--- config.mk ---
export PLATFORM = sky130hd
export DESIGN_NAME = fsm_status
export DESIGN_NICKNAME = d
export VERILOG_FILES = /design/src/rtl/fsm_pkg.sv /design/src/rtl/fsm_addr_map.sv /design/src/rtl/fsm_status.sv
export SDC_FILE = /design/constraint.sdc
export NUM_CORES = 1
export LEC_CHECK = 0
export ABC_AREA = 1
export ABC_CLOCK_PERIOD_IN_PS = 8640
export BUFFER_PORTS_ARGS = -buffer_cell sky130_fd_sc_hd__buf_4
export CAP_MARGIN = 10
export CORE_MARGIN = 4
export CORE_UTILIZATION = 40
export DETAILED_ROUTE_END_ITERATION = 10
export PLACE_DENSITY_LB_ADDON = 0.1
export SLEW_MARGIN = 15
export SYNTH_ARGS = -nofsm -noshare
export SYNTH_HDL_FRONTEND = slang
export SYNTH_HIERARCHICAL = 1
export SYNTH_SLANG_ARGS = --single-unit
--- constraint.sdc ---
create_clock -name i_clk -period 8.64 [get_ports i_clk]
set_clock_uncertainty 0.15 [all_clocks]
set_input_delay 0.432 -clock i_clk [delete_from_list [all_inputs] [get_ports i_clk]]
set_output_delay 0.432 -clock i_clk [all_outputs]
set_load 0.02 [all_outputs]
--- src/rtl/fsm_pkg.sv ---
// Package with status register layout, address map and timing constants
package fsm_pkg;
    // Status register field positions
    localparam int unsigned STAT_BUSY_BIT = 0;
    localparam int unsigned STAT_WEL_BIT = 1;
    localparam int unsigned STAT_PROT_LSB = 2;
    localparam int unsigned STAT_PROT_MSB = 5;
    localparam int unsigned STAT_QUAD_BIT = 6;
    localparam int unsigned STAT_GUARD_BIT = 7;
    localparam logic [7:0] STAT_RESET = 8'h00;
    // Bits that a status write command may change
    localparam logic [7:0] STAT_WRITABLE_MASK = 8'hFC;
    // Address map
    localparam int unsigned ADDR_W = 19;
    localparam int unsigned SECTOR_LSB = 12;
    localparam int unsigned BLK32_LSB = 15;
    localparam int unsigned BLK64_LSB = 16;
    localparam logic [18:0] ADDR_TOP = 19'h7FFFF;
    // Density selector codes
    localparam logic [2:0] DENS_256K = 3'h0;
    localparam logic [2:0] DENS_512K = 3'h1;
    localparam logic [2:0] DENS_1M = 3'h2;
    localparam logic [2:0] DENS_2M = 3'h3;
    localparam logic [2:0] DENS_4M = 3'h4;
    // Internal register write cycle time
    localparam int unsigned REG_WRITE_NS = 100;
    localparam int unsigned CLK_PERIOD_NS = 5;
    localparam int unsigned REG_WRITE_CYC = (REG_WRITE_NS + CLK_PERIOD_NS - 1) / CLK_PERIOD_NS;
    typedef enum logic [1:0] {FSM_IDLE, FSM_REG_WRITE, FSM_ARRAY_OP} fsm_state_e;
endpackage

--- src/rtl/fsm_addr_map.sv ---
// Address decoder: sector and block indices, range and protection check
`timescale 1ns/100ps
`default_nettype none
module fsm_addr_map
(
    // Address and configuration
    input wire logic [18:0] i_addr,
    input wire logic [2:0] i_density,
    input wire logic [3:0] i_protect,
    // Decoded results
    output logic [6:0] o_sector,
    output logic [3:0] o_block32,
    output logic [2:0] o_block64,
    output logic o_in_range,
    output logic o_protected
);
    logic [18:0] top_addr;
    logic [3:0] blk64_count;
    logic [3:0] prot_blocks;

    // Simple protection model: protect_bit value counts top 64K-granule units
    always_comb
    begin
        o_sector = i_addr[18:fsm_pkg::SECTOR_LSB];
        o_block32 = i_addr[18:fsm_pkg::BLK32_LSB];
        o_block64 = i_addr[18:fsm_pkg::BLK64_LSB];
        unique case (i_density)
            fsm_pkg::DENS_256K: top_addr = 19'h07FFF;
            fsm_pkg::DENS_512K: top_addr = 19'h0FFFF;
            fsm_pkg::DENS_1M: top_addr = 19'h1FFFF;
            fsm_pkg::DENS_2M: top_addr = 19'h3FFFF;
            default: top_addr = fsm_pkg::ADDR_TOP;
        endcase
        o_in_range = (i_addr <= top_addr);
        blk64_count = {1'b0, top_addr[18:16]} + 4'h1;
        prot_blocks = (i_protect > blk64_count) ? blk64_count : i_protect;
        // Region counted down from the top; small parts protect whole array
        if (i_protect == 4'h0)
            o_protected = 1'b0;
        else if (top_addr[18:16] == 3'h0)
            o_protected = 1'b1;
        else
            o_protected = ({1'b0, o_block64} >= (blk64_count - prot_blocks));
    end
endmodule
`default_nettype wire

--- src/rtl/fsm_status.sv ---
// Status register bank with write guard, latch and busy sequencing
//
// Behaviour
// Small densities split the array into 4 KB sectors, eight to a 32 KB block.
// Larger densities use 4 KB sectors in 32 KB or 64 KB blocks.
// Addresses run linearly from zero, 4 KB per sector, up to 07FFFFh.
// The 8-bit status register holds guard, quad, four protect bits, latch, busy; all reset to 0.
// The status register contents decide which regions reject program and erase.
// Only two register sets exist, status and function; only status is here.
// Busy is high during any program, erase or register write cycle.
// The latch sets on write enable, clears on write disable and after any write.
// Guard high with write protect low freezes the upper bits and ignores status writes.
// Quad enable turns write protect and hold into data lanes 2 and 3.
// Sector index is address bits 12 up; block indices bits 15 or 16 up.
`timescale 1ns/100ps
`default_nettype none
module fsm_status
(
    // Clock and reset
    input wire logic i_clk,
    input wire logic i_rst,
    // Configuration
    input wire logic [2:0] i_density,
    // Pins
    input wire logic i_wp_n_pin,
    input wire logic i_hold_n_pin,
    // Decoded commands from the serial front end, one-cycle pulses
    input wire logic i_write_enable_command,
    input wire logic i_write_disable_command,
    input wire logic i_status_write_command,
    input wire logic [7:0] i_status_wdata,
    input wire logic i_status_read_command,
    input wire logic i_array_op_start,
    input wire logic [18:0] i_array_addr,
    input wire logic i_array_op_done,
    // Status and decoded results
    output logic [7:0] o_status_rdata,
    output logic [7:0] o_status,
    output logic o_array_op_go,
    output logic o_array_op_refused,
    output logic o_quad_lane_enable,
    output logic o_hold_active,
    output logic o_io2_in,
    output logic o_io3_in,
    output logic [6:0] o_sector,
    output logic [3:0] o_block32,
    output logic [2:0] o_block64
);
    logic wp_meta;
    logic wp_sync;
    logic hold_meta;
    logic hold_sync;
    logic status_write_guard;
    logic quad_lane_enable;
    logic [3:0] protect_bits;
    logic write_enable_latch;
    logic busy_flag;
    logic [7:0] pending_wdata;
    logic [7:0] cyc_cnt;
    fsm_pkg::fsm_state_e state;
    logic guard_locked;
    logic in_range;
    logic region_protected;
    logic status_accept;
    logic array_accept;
    logic write_done;

    // Pins are asynchronous; two stages before use
    always_ff @(posedge i_clk)
    begin
        if (i_rst)
        begin
            wp_meta <= 1'b1;
            wp_sync <= 1'b1;
            hold_meta <= 1'b1;
            hold_sync <= 1'b1;
        end
        else
        begin
            wp_meta <= i_wp_n_pin;
            wp_sync <= wp_meta;
            hold_meta <= i_hold_n_pin;
            hold_sync <= hold_meta;
        end
    end

    fsm_addr_map u_map
    (
        .i_addr(i_array_addr),
        .i_density(i_density),
        .i_protect(protect_bits),
        .o_sector(o_sector),
        .o_block32(o_block32),
        .o_block64(o_block64),
        .o_in_range(in_range),
        .o_protected(region_protected)
    );

    // Write protect pin is meaningless while it carries data
    assign guard_locked = status_write_guard && !wp_sync && !quad_lane_enable;
    assign status_accept = i_status_write_command && write_enable_latch && !busy_flag
        && !guard_locked;
    assign array_accept = i_array_op_start && write_enable_latch && !busy_flag
        && in_range && !region_protected;
    assign write_done = ((state == fsm_pkg::FSM_REG_WRITE) && (cyc_cnt == 8'h00))
        || ((state == fsm_pkg::FSM_ARRAY_OP) && i_array_op_done);
    assign o_array_op_go = array_accept;
    assign o_array_op_refused = i_array_op_start && !array_accept;

    // Write cycle sequencing; register writes take a fixed internal time
    always_ff @(posedge i_clk)
    begin
        if (i_rst)
        begin
            state <= fsm_pkg::FSM_IDLE;
            cyc_cnt <= 8'h00;
            pending_wdata <= 8'h00;
        end
        else
        begin
            unique case (state)
                fsm_pkg::FSM_IDLE:
                    if (status_accept)
                    begin
                        state <= fsm_pkg::FSM_REG_WRITE;
                        cyc_cnt <= 8'(fsm_pkg::REG_WRITE_CYC - 1);
                        pending_wdata <= i_status_wdata;
                    end
                    else if (array_accept)
                        state <= fsm_pkg::FSM_ARRAY_OP;
                fsm_pkg::FSM_REG_WRITE:
                    if (cyc_cnt == 8'h00)
                        state <= fsm_pkg::FSM_IDLE;
                    else
                        cyc_cnt <= cyc_cnt - 8'h01;
                fsm_pkg::FSM_ARRAY_OP:
                    if (i_array_op_done)
                        state <= fsm_pkg::FSM_IDLE;
            endcase
        end
    end

    // Busy follows the sequencer
    always_ff @(posedge i_clk)
    begin
        if (i_rst)
            busy_flag <= 1'b0;
        else if (status_accept || array_accept)
            busy_flag <= 1'b1;
        else if (write_done)
            busy_flag <= 1'b0;
    end

    // Latch: disable and completion clear; enable wins over both
    always_ff @(posedge i_clk)
    begin
        if (i_rst)
            write_enable_latch <= 1'b0;
        else if (i_write_enable_command)
            write_enable_latch <= 1'b1;
        else if (i_write_disable_command || write_done)
            write_enable_latch <= 1'b0;
    end

    // Upper bits commit at the end of the register write cycle
    always_ff @(posedge i_clk)
    begin
        if (i_rst)
        begin
            status_write_guard <= fsm_pkg::STAT_RESET[fsm_pkg::STAT_GUARD_BIT];
            quad_lane_enable <= fsm_pkg::STAT_RESET[fsm_pkg::STAT_QUAD_BIT];
            protect_bits <= fsm_pkg::STAT_RESET[fsm_pkg::STAT_PROT_MSB:fsm_pkg::STAT_PROT_LSB];
        end
        else if ((state == fsm_pkg::FSM_REG_WRITE) && (cyc_cnt == 8'h00))
        begin
            status_write_guard <= pending_wdata[fsm_pkg::STAT_GUARD_BIT];
            quad_lane_enable <= pending_wdata[fsm_pkg::STAT_QUAD_BIT];
            protect_bits <= pending_wdata[fsm_pkg::STAT_PROT_MSB:fsm_pkg::STAT_PROT_LSB];
        end
    end

    // Assembled register; only the status set is modelled here
    always_comb
    begin
        o_status = {status_write_guard, quad_lane_enable, protect_bits,
            write_enable_latch, busy_flag};
    end

    // Read data captured on each read command
    always_ff @(posedge i_clk)
    begin
        if (i_rst)
            o_status_rdata <= fsm_pkg::STAT_RESET;
        else if (i_status_read_command)
            o_status_rdata <= o_status;
    end

    // Pin function selection
    always_ff @(posedge i_clk)
    begin
        if (i_rst)
        begin
            o_quad_lane_enable <= 1'b0;
            o_hold_active <= 1'b0;
            o_io2_in <= 1'b0;
            o_io3_in <= 1'b0;
        end
        else
        begin
            o_quad_lane_enable <= quad_lane_enable;
            o_hold_active <= !quad_lane_enable && !hold_sync;
            o_io2_in <= quad_lane_enable && wp_sync;
            o_io3_in <= quad_lane_enable && hold_sync;
        end
    end
endmodule
`default_nettype wire

### Word-level counts from Yosys, hierarchy flattened

Index checks and enable logic that the tools add are counted.

| operators by class | value |
|---|---|
| $add $sub $neg | 3 |
| $lt $le $gt $ge | 3 |
| equality and inequality tests | 10 |
| muxes and demuxes | 16 |
| reductions and logical operators | 36 |

Operator list:

| operator | number |
|---|---|
| one-hot mux 19 bit (4 select lines) | 1 |
| less-or-equal comparator 19 bit | 1 |
| 2-to-1 mux 8 bit | 2 |
| one-hot mux 8 bit (2 select lines) | 1 |
| logical AND 1 bit | 15 |
| logical NOT 8 bit | 1 |
| 2-to-1 mux 2 bit | 4 |
| subtractor 8 x 1 -> 8 bit, second input constant | 1 |
| logical NOT 1 bit | 7 |
| == test 3 x 2 -> 1 bit, second input constant | 2 |
| logical NOT 3 bit | 2 |
| 2-to-1 mux 1 bit | 6 |
| inequality test 2 bit, second input constant | 3 |
| one-hot mux 2 bit (3 select lines) | 1 |
| AND reduction 3 bit | 2 |
| nonzero test 2 bit | 3 |
| adder 3 x 1 -> 4 bit, second input constant | 1 |
| >= comparator 3 x 4 -> 1 bit | 1 |
| > comparator 4 bit | 1 |
| logical NOT 4 bit | 1 |
| 2-to-1 mux 4 bit | 1 |
| subtractor 4 bit | 1 |
| == test 3 x 1 -> 1 bit, second input constant | 1 |
| logical OR 1 bit | 3 |
| 6 further kinds | 6 |

| storage, ports and cells | value |
|---|---|
| register bits after elaboration | 42 |
| input port bits | 40 |
| output and inout port bits | 36 |
| word-level logic and storage cells | 85 |

### Logic depth before layout (Yosys ltp)

| logic depth | value |
|---|---|
| word-level depth | 14 |
| gate-level depth with buffers | 27 |
| depth with buffers taken out | 27 |

### Cells and area by module

The synthesis kept the hierarchy.

By module, submodules not included:

| module | instances | cells each | area each (um2) |
|---|---|---|---|
| fsm_status | 1 | 240 | 1,801.7 |
| fsm_addr_map | 1 | 96 | 660.6 |

### Worst setup path after synthesis

No wires, ideal clock.

| timing | value |
|---|---|
| kind | input -> output |
| start point | input i_density[2] |
| end point | output o_array_op_refused |
| arrival | 3.527 ns |
| required time | 8.058 ns |
| slack | 4.531 ns |
| stages | 24 |
| cells stage by stage | buf_6 nor3_2 inv_2 ha_1 nand2_1 nand2_1 nand2_1 nand2_2 nand2_4 nand2_1 o21ai_1 ha_1 inv_1 fa_1 inv_1 ha_1 a21oi_1 o21bai_1 nand3_2 a21oi_2 nor2_1 nand3_1 inv_1 nor2_1 |

| on the way | value |
|---|---|
| longest elaborated chain between the ends | 13 |

RTL lines:

| what | RTL line | source |
|---|---|---|
| start: declaration | fsm_status.sv:23 | `input wire logic [2:0] i_density,` |
| == test 3 x 2 -> 1 bit, or another cell as far along | fsm_addr_map.sv:27 | `unique case (i_density)` |
| one-hot mux 19 bit (4 select lines) * | fsm_addr_map.sv:27 |  |
| adder 3 x 1 -> 4 bit | fsm_addr_map.sv:35 | `blk64_count = {1'b0, top_addr[18:16]} + 4'h1;` |
| > comparator 4 bit | fsm_addr_map.sv:36 | `prot_blocks = (i_protect > blk64_count) ? blk64_count : i_protect;` |
| 2-to-1 mux 4 bit | fsm_addr_map.sv:36 |  |
| subtractor 4 bit | fsm_addr_map.sv:43 | `o_protected = ({1'b0, o_block64} >= (blk64_count - prot_blocks));` |
| >= comparator 3 x 4 -> 1 bit | fsm_addr_map.sv:43 |  |
| 2-to-1 mux 1 bit * | fsm_addr_map.sv:40 | `else if (top_addr[18:16] == 3'h0)` |
| 2-to-1 mux 1 bit * | fsm_addr_map.sv:38 | `if (i_protect == 4'h0)` |
| net region_protected | fsm_status.sv:63 | `logic region_protected;` |
| logical NOT 1 bit * | fsm_status.sv:104 | `&& in_range && !region_protected;` |
| logical AND 1 bit * | fsm_status.sv:104 |  |
| net o_array_op_go | fsm_status.sv:39 | `output logic o_array_op_go,` |
| logical NOT 1 bit * | fsm_status.sv:108 | `assign o_array_op_refused = i_array_op_start && !array_accept;` |
| logical AND 1 bit * | fsm_status.sv:108 |  |
| end: declaration | fsm_status.sv:40 | `output logic o_array_op_refused,` |

Mark *: on every way through the listed nets, which the timed path passes. The rest lies on a longest branch.

### Worst setup path after layout

| timing | value |
|---|---|
| start point | input i_density[2] |
| end point | output o_array_op_refused |

| on the way | value |
|---|---|
| longest elaborated chain between the ends | 13 |

RTL lines:

| what | RTL line |
|---|---|
| == test 3 x 2 -> 1 bit, or another cell as far along | fsm_addr_map.sv:27 |
| one-hot mux 19 bit (4 select lines) * | fsm_addr_map.sv:27 |
| adder 3 x 1 -> 4 bit | fsm_addr_map.sv:35 |
| > comparator 4 bit | fsm_addr_map.sv:36 |
| 2-to-1 mux 4 bit | fsm_addr_map.sv:36 |
| subtractor 4 bit | fsm_addr_map.sv:43 |
| >= comparator 3 x 4 -> 1 bit | fsm_addr_map.sv:43 |
| 2-to-1 mux 1 bit * | fsm_addr_map.sv:40 |
| 2-to-1 mux 1 bit * | fsm_addr_map.sv:38 |
| net region_protected | fsm_status.sv:63 |
| logical NOT 1 bit * | fsm_status.sv:104 |
| logical AND 1 bit * | fsm_status.sv:104 |
| logical NOT 1 bit * | fsm_status.sv:108 |
| logical AND 1 bit * | fsm_status.sv:108 |

Marks and branches as above.

==> metrics.log <==
[metrics] Arr. time, crit path: 3.67 ns
[metrics] Met3 Wirelength: 222 um
[metrics] count of standard-cell rows: 28
[metrics] achievable clock frequency: 235 MHz
[metrics] last weighted congestion value of the routability-driven placer: 0.848
[metrics] wirelength, routed: 5.60 mm
[metrics] final setup TNS: 0 ns
[metrics] detailed placement HPWL: 4.44 mm
[metrics] Leakage: 1.45 nW
[metrics] Critical Path Source Type: primary input
[metrics] final critical-path share of the clock period: 49.2%
[metrics] Synth area leader: sky130_fd_sc_hd__dfxtp_1
[metrics] horizontal extent of the die: 86.5 um
[metrics] starting density of the core: 41.3%
[metrics] synthesized area divided by synthesized cell count: 7.33 um^2
[metrics] share of Yosys cell area claimed by the top area cell type: 32.5%
[metrics] pwr/cell area: 166 nW/um^2
[metrics] share of cells above drive strength 1: 30.0%
[metrics] overall power after layout: 495 uW
[metrics] root buffer cell: sky130_fd_sc_hd__clkbuf_8
[metrics] number of placed I/O pins: 76
[metrics] Hold Worst Slack: 0.175 ns
[metrics] Area growth, synth to finish: 21.4%
[metrics] critical path data required time: 8.06 ns
[metrics] number of H-tree levels: 2
[metrics] leading post-synthesis cells by cell area: sky130_fd_sc_hd__dfxtp_1 33%, sky130_fd_sc_hd__ha_1 9.7%, sky130_fd_sc_hd__nor2_1 7.6%
[metrics] fraction of registers with async set or reset after synthesis: 0%
[metrics] Worst-Margin Slew: 0.517 ns
[metrics] total CTS buffers: 5
[metrics] Highest Signal Layer: met4
[metrics] Setup Buffers After CTS: 0
[metrics] antenna violations before repair: 0
[metrics] metal2 WL: 2.87 mm
[metrics] number of DRC violations after detailed routing: 0
[metrics] overflow left after global routing: 0
[metrics] Yosys warning count: 6
[metrics] CTS clk-pin slew, worst paths: 0.07 ns
[metrics] type of the tightest min-delay check: primary input to flip-flop
[metrics] via count: 2,187
[metrics] residual antenna-violating net count after detailed routing: 0
[metrics] CP Max Fanout: 8
[metrics] post-synthesis register bit count: 40
[metrics] final count of pins violating max slew: 0
[metrics] maximum number of buffers from clock root to sink: 2
[metrics] Worst Path Class, Setup: primary input to primary output
[metrics] clock latency of the later-clocked register in the worst-skew pair: 0.29 ns
[metrics] placed instance area: 2910 um^2
[metrics] Syn Nets: 396
[metrics] sinks on the clock net: 40
[metrics] Antenna Diode Count: 0
[metrics] worst relative slew slack: 65.5%
[metrics] Tot GR Track Use: 15.8%
[metrics] number of global-route vias before repair: 2,096
[metrics] Floorplan Core Area: 5960 um^2
[metrics] dominant synthesized flop cell: sky130_fd_sc_hd__dfxtp_1
[metrics] final standard cell area without fillers: 2990 um^2
[metrics] die height: 86.5 um
[metrics] first-pass GRT wire length: 9.63 mm
[metrics] final critical-path required period: 4.25 ns
[metrics] number of distinct library cells after synthesis: 37
[metrics] sequential cell area fraction in the yosys report: 32.5%
[metrics] Port Buffers: 73
[metrics] Setup-failing EPs final: 0
[metrics] maximum number of pins on one net before global-route repair: 23
[metrics] unrepaired setup endpoints after global routing: no
[metrics] number of fill cells: 621
[metrics] number of standard cells after synthesis: 336
[metrics] drt first pass iters: 4
[metrics] Iteration-0 DRC Markers: 83
[metrics] floorplan die area: 7480 um^2
[metrics] DR WL/cell: 12.0 um
[metrics] NumNets Final: 450
[metrics] Metal-1 WL: 2.43 mm
[metrics] Fin. Hold Viols: 0
[metrics] Vias/cell: 4.70
[metrics] Peak supply drop: 0.0819 mV
[metrics] max-cap violation count: 0
[metrics] clock tree from TritonCTS: done
[metrics] CTS Hold Buffers Added: 0
[metrics] netlist area before placement: 2460 um^2
[metrics] CP endpoint kind: primary output
[metrics] Post-synth EDFFs: 0
[metrics] Post-CTS Resized: 0
[metrics] status: completed
==> cells by family after synthesis <==
| group | share of synthesized area (%) |
|---|---|
| buf+inv | 15.8 |
| flops | 32.5 |
| fa+ha+maj | 10.5 |
| compound gates | 11.1 |
| xor+xnor | 1.37 |
| simple gates | 28.8 |
==> per-stage QoR <==
stage          setup slack [ns]  utilization (%)  std cells
2_1_floorplan              4.53                -        336
6_report                   4.39             50.2        465
5_1_grt                    4.02             50.2        465
3_5_place_dp               4.34             48.9        458
3_3_place_gp               4.40             48.9        458
4_1_cts                    4.33             50.2        465
==> worst paths after layout <==
check | startpoint | endpoint | slack (ns) | depth (start not counted)
setup / recovery | i_density[2] | o_array_op_refused | 4.39 | 25
hold / removal | i_wp_n_pin | wp_meta | 0.18 | 2
setup reg to reg | protect_bits[3] | state[1] | 5.20 | 24
hold reg to reg | wp_meta | wp_sync | 0.26 | 1
==> layout by cell type, fill, tap and decap left out, types with 2 or more instances in the layout <==
cell and n:
sky130_fd_sc_hd__dfxtp_1 40, sky130_fd_sc_hd__nor2_1 50, sky130_fd_sc_hd__nor3_1 4, sky130_fd_sc_hd__nand2_2 2
sky130_fd_sc_hd__clkbuf_8 5, sky130_fd_sc_hd__nand3_1 18, sky130_fd_sc_hd__nor3_4 2, sky130_fd_sc_hd__nand2_4 3
sky130_fd_sc_hd__nand4_1 7, sky130_fd_sc_hd__o21ai_0 20, sky130_fd_sc_hd__nor2_2 2, sky130_fd_sc_hd__a21oi_1 22
sky130_fd_sc_hd__nand2_1 43, sky130_fd_sc_hd__inv_1 36, sky130_fd_sc_hd__nand3_2 5, sky130_fd_sc_hd__buf_4 73
sky130_fd_sc_hd__or2_2 4, sky130_fd_sc_hd__a21oi_2 3, sky130_fd_sc_hd__o21ai_1 3, sky130_fd_sc_hd__inv_2 13
sky130_fd_sc_hd__ha_1 19
==> cell usage after synthesis, types with 2 or more instances <==
cell / instances
sky130_fd_sc_hd__nand2_4: 3
sky130_fd_sc_hd__buf_6: 3
sky130_fd_sc_hd__nand3_2: 5
sky130_fd_sc_hd__a21oi_1: 22
sky130_fd_sc_hd__nor2_2: 2
sky130_fd_sc_hd__clkbuf_1: 3
sky130_fd_sc_hd__nor3_1: 4
sky130_fd_sc_hd__nand2_2: 2
sky130_fd_sc_hd__o21ai_0: 20
sky130_fd_sc_hd__or2_2: 4
sky130_fd_sc_hd__inv_2: 13
sky130_fd_sc_hd__ha_1: 19
sky130_fd_sc_hd__nand3_1: 18
sky130_fd_sc_hd__o21ai_1: 3
sky130_fd_sc_hd__nor2_1: 50
sky130_fd_sc_hd__buf_4: 19
sky130_fd_sc_hd__inv_1: 36
sky130_fd_sc_hd__dfxtp_1: 40
sky130_fd_sc_hd__nor3_4: 2
sky130_fd_sc_hd__nand2_1: 43
sky130_fd_sc_hd__nand4_1: 7
sky130_fd_sc_hd__a21oi_2: 3
==> metal layers <==
layer,vias up,GRT usage [%]
li1,1164,-
met1,978,19.2
met2,34,28.0
met3,11,3.42
met4,0,4.25
met5,-,0
==> where the power goes <==
| part | total [mW] | leakage [nW] | switching (mW) | internal (mW) |
|---|---|---|---|---|
| sequential | 0.209 | 0.327 | 0.0113 | 0.198 |
| clock | 0.117 | 0.0410 | 0.0621 | 0.0549 |
| combinational | 0.169 | 1.08 | 0.0989 | 0.0696 |
| total | 0.495 | 1.45 | 0.172 | 0.323 |
==> sequential cells by signal, indices dropped and copies added (netlist names), 2 cells and up <==
signal / cells
cyc_cnt: 8
o_status_rdata: 8
pending_wdata: 6
protect_bits: 4
state: 2
==> cell type report <==
type	instances	area [um^2]	area share, %
inverters	51	196	6.57
flip-flops and latches	40	801	26.8
clock buffers	6	72.6	2.43
well taps	75	93.8	3.14
clock inverters	1	5.00	0.167
repair buffers	73	548	18.3
multi-input cells	219	1270	42.6
==> worst max-delay path, cell delays in order <==
cell	delay, ns
sky130_fd_sc_hd__buf_4	0.15
sky130_fd_sc_hd__nor3_2	0.32
sky130_fd_sc_hd__inv_2	0.08
sky130_fd_sc_hd__ha_1	0.31
sky130_fd_sc_hd__nand2_1	0.08
sky130_fd_sc_hd__nand2_1	0.05
sky130_fd_sc_hd__nand2_1	0.06
sky130_fd_sc_hd__nand2_2	0.06
sky130_fd_sc_hd__nand2_4	0.10
sky130_fd_sc_hd__nand2_1	0.05
sky130_fd_sc_hd__o21ai_1	0.08
sky130_fd_sc_hd__ha_1	0.15
sky130_fd_sc_hd__inv_1	0.06
sky130_fd_sc_hd__fa_1	0.47
sky130_fd_sc_hd__inv_1	0.04
sky130_fd_sc_hd__ha_1	0.26
sky130_fd_sc_hd__a21oi_1	0.06
sky130_fd_sc_hd__o21bai_1	0.15
sky130_fd_sc_hd__nand3_2	0.10
sky130_fd_sc_hd__a21oi_2	0.12
sky130_fd_sc_hd__nor2_1	0.05
sky130_fd_sc_hd__nand3_1	0.12
sky130_fd_sc_hd__inv_1	0.07
sky130_fd_sc_hd__nor2_1	0.09
sky130_fd_sc_hd__buf_4	0.15
Power figures use the tool's default switching activity.
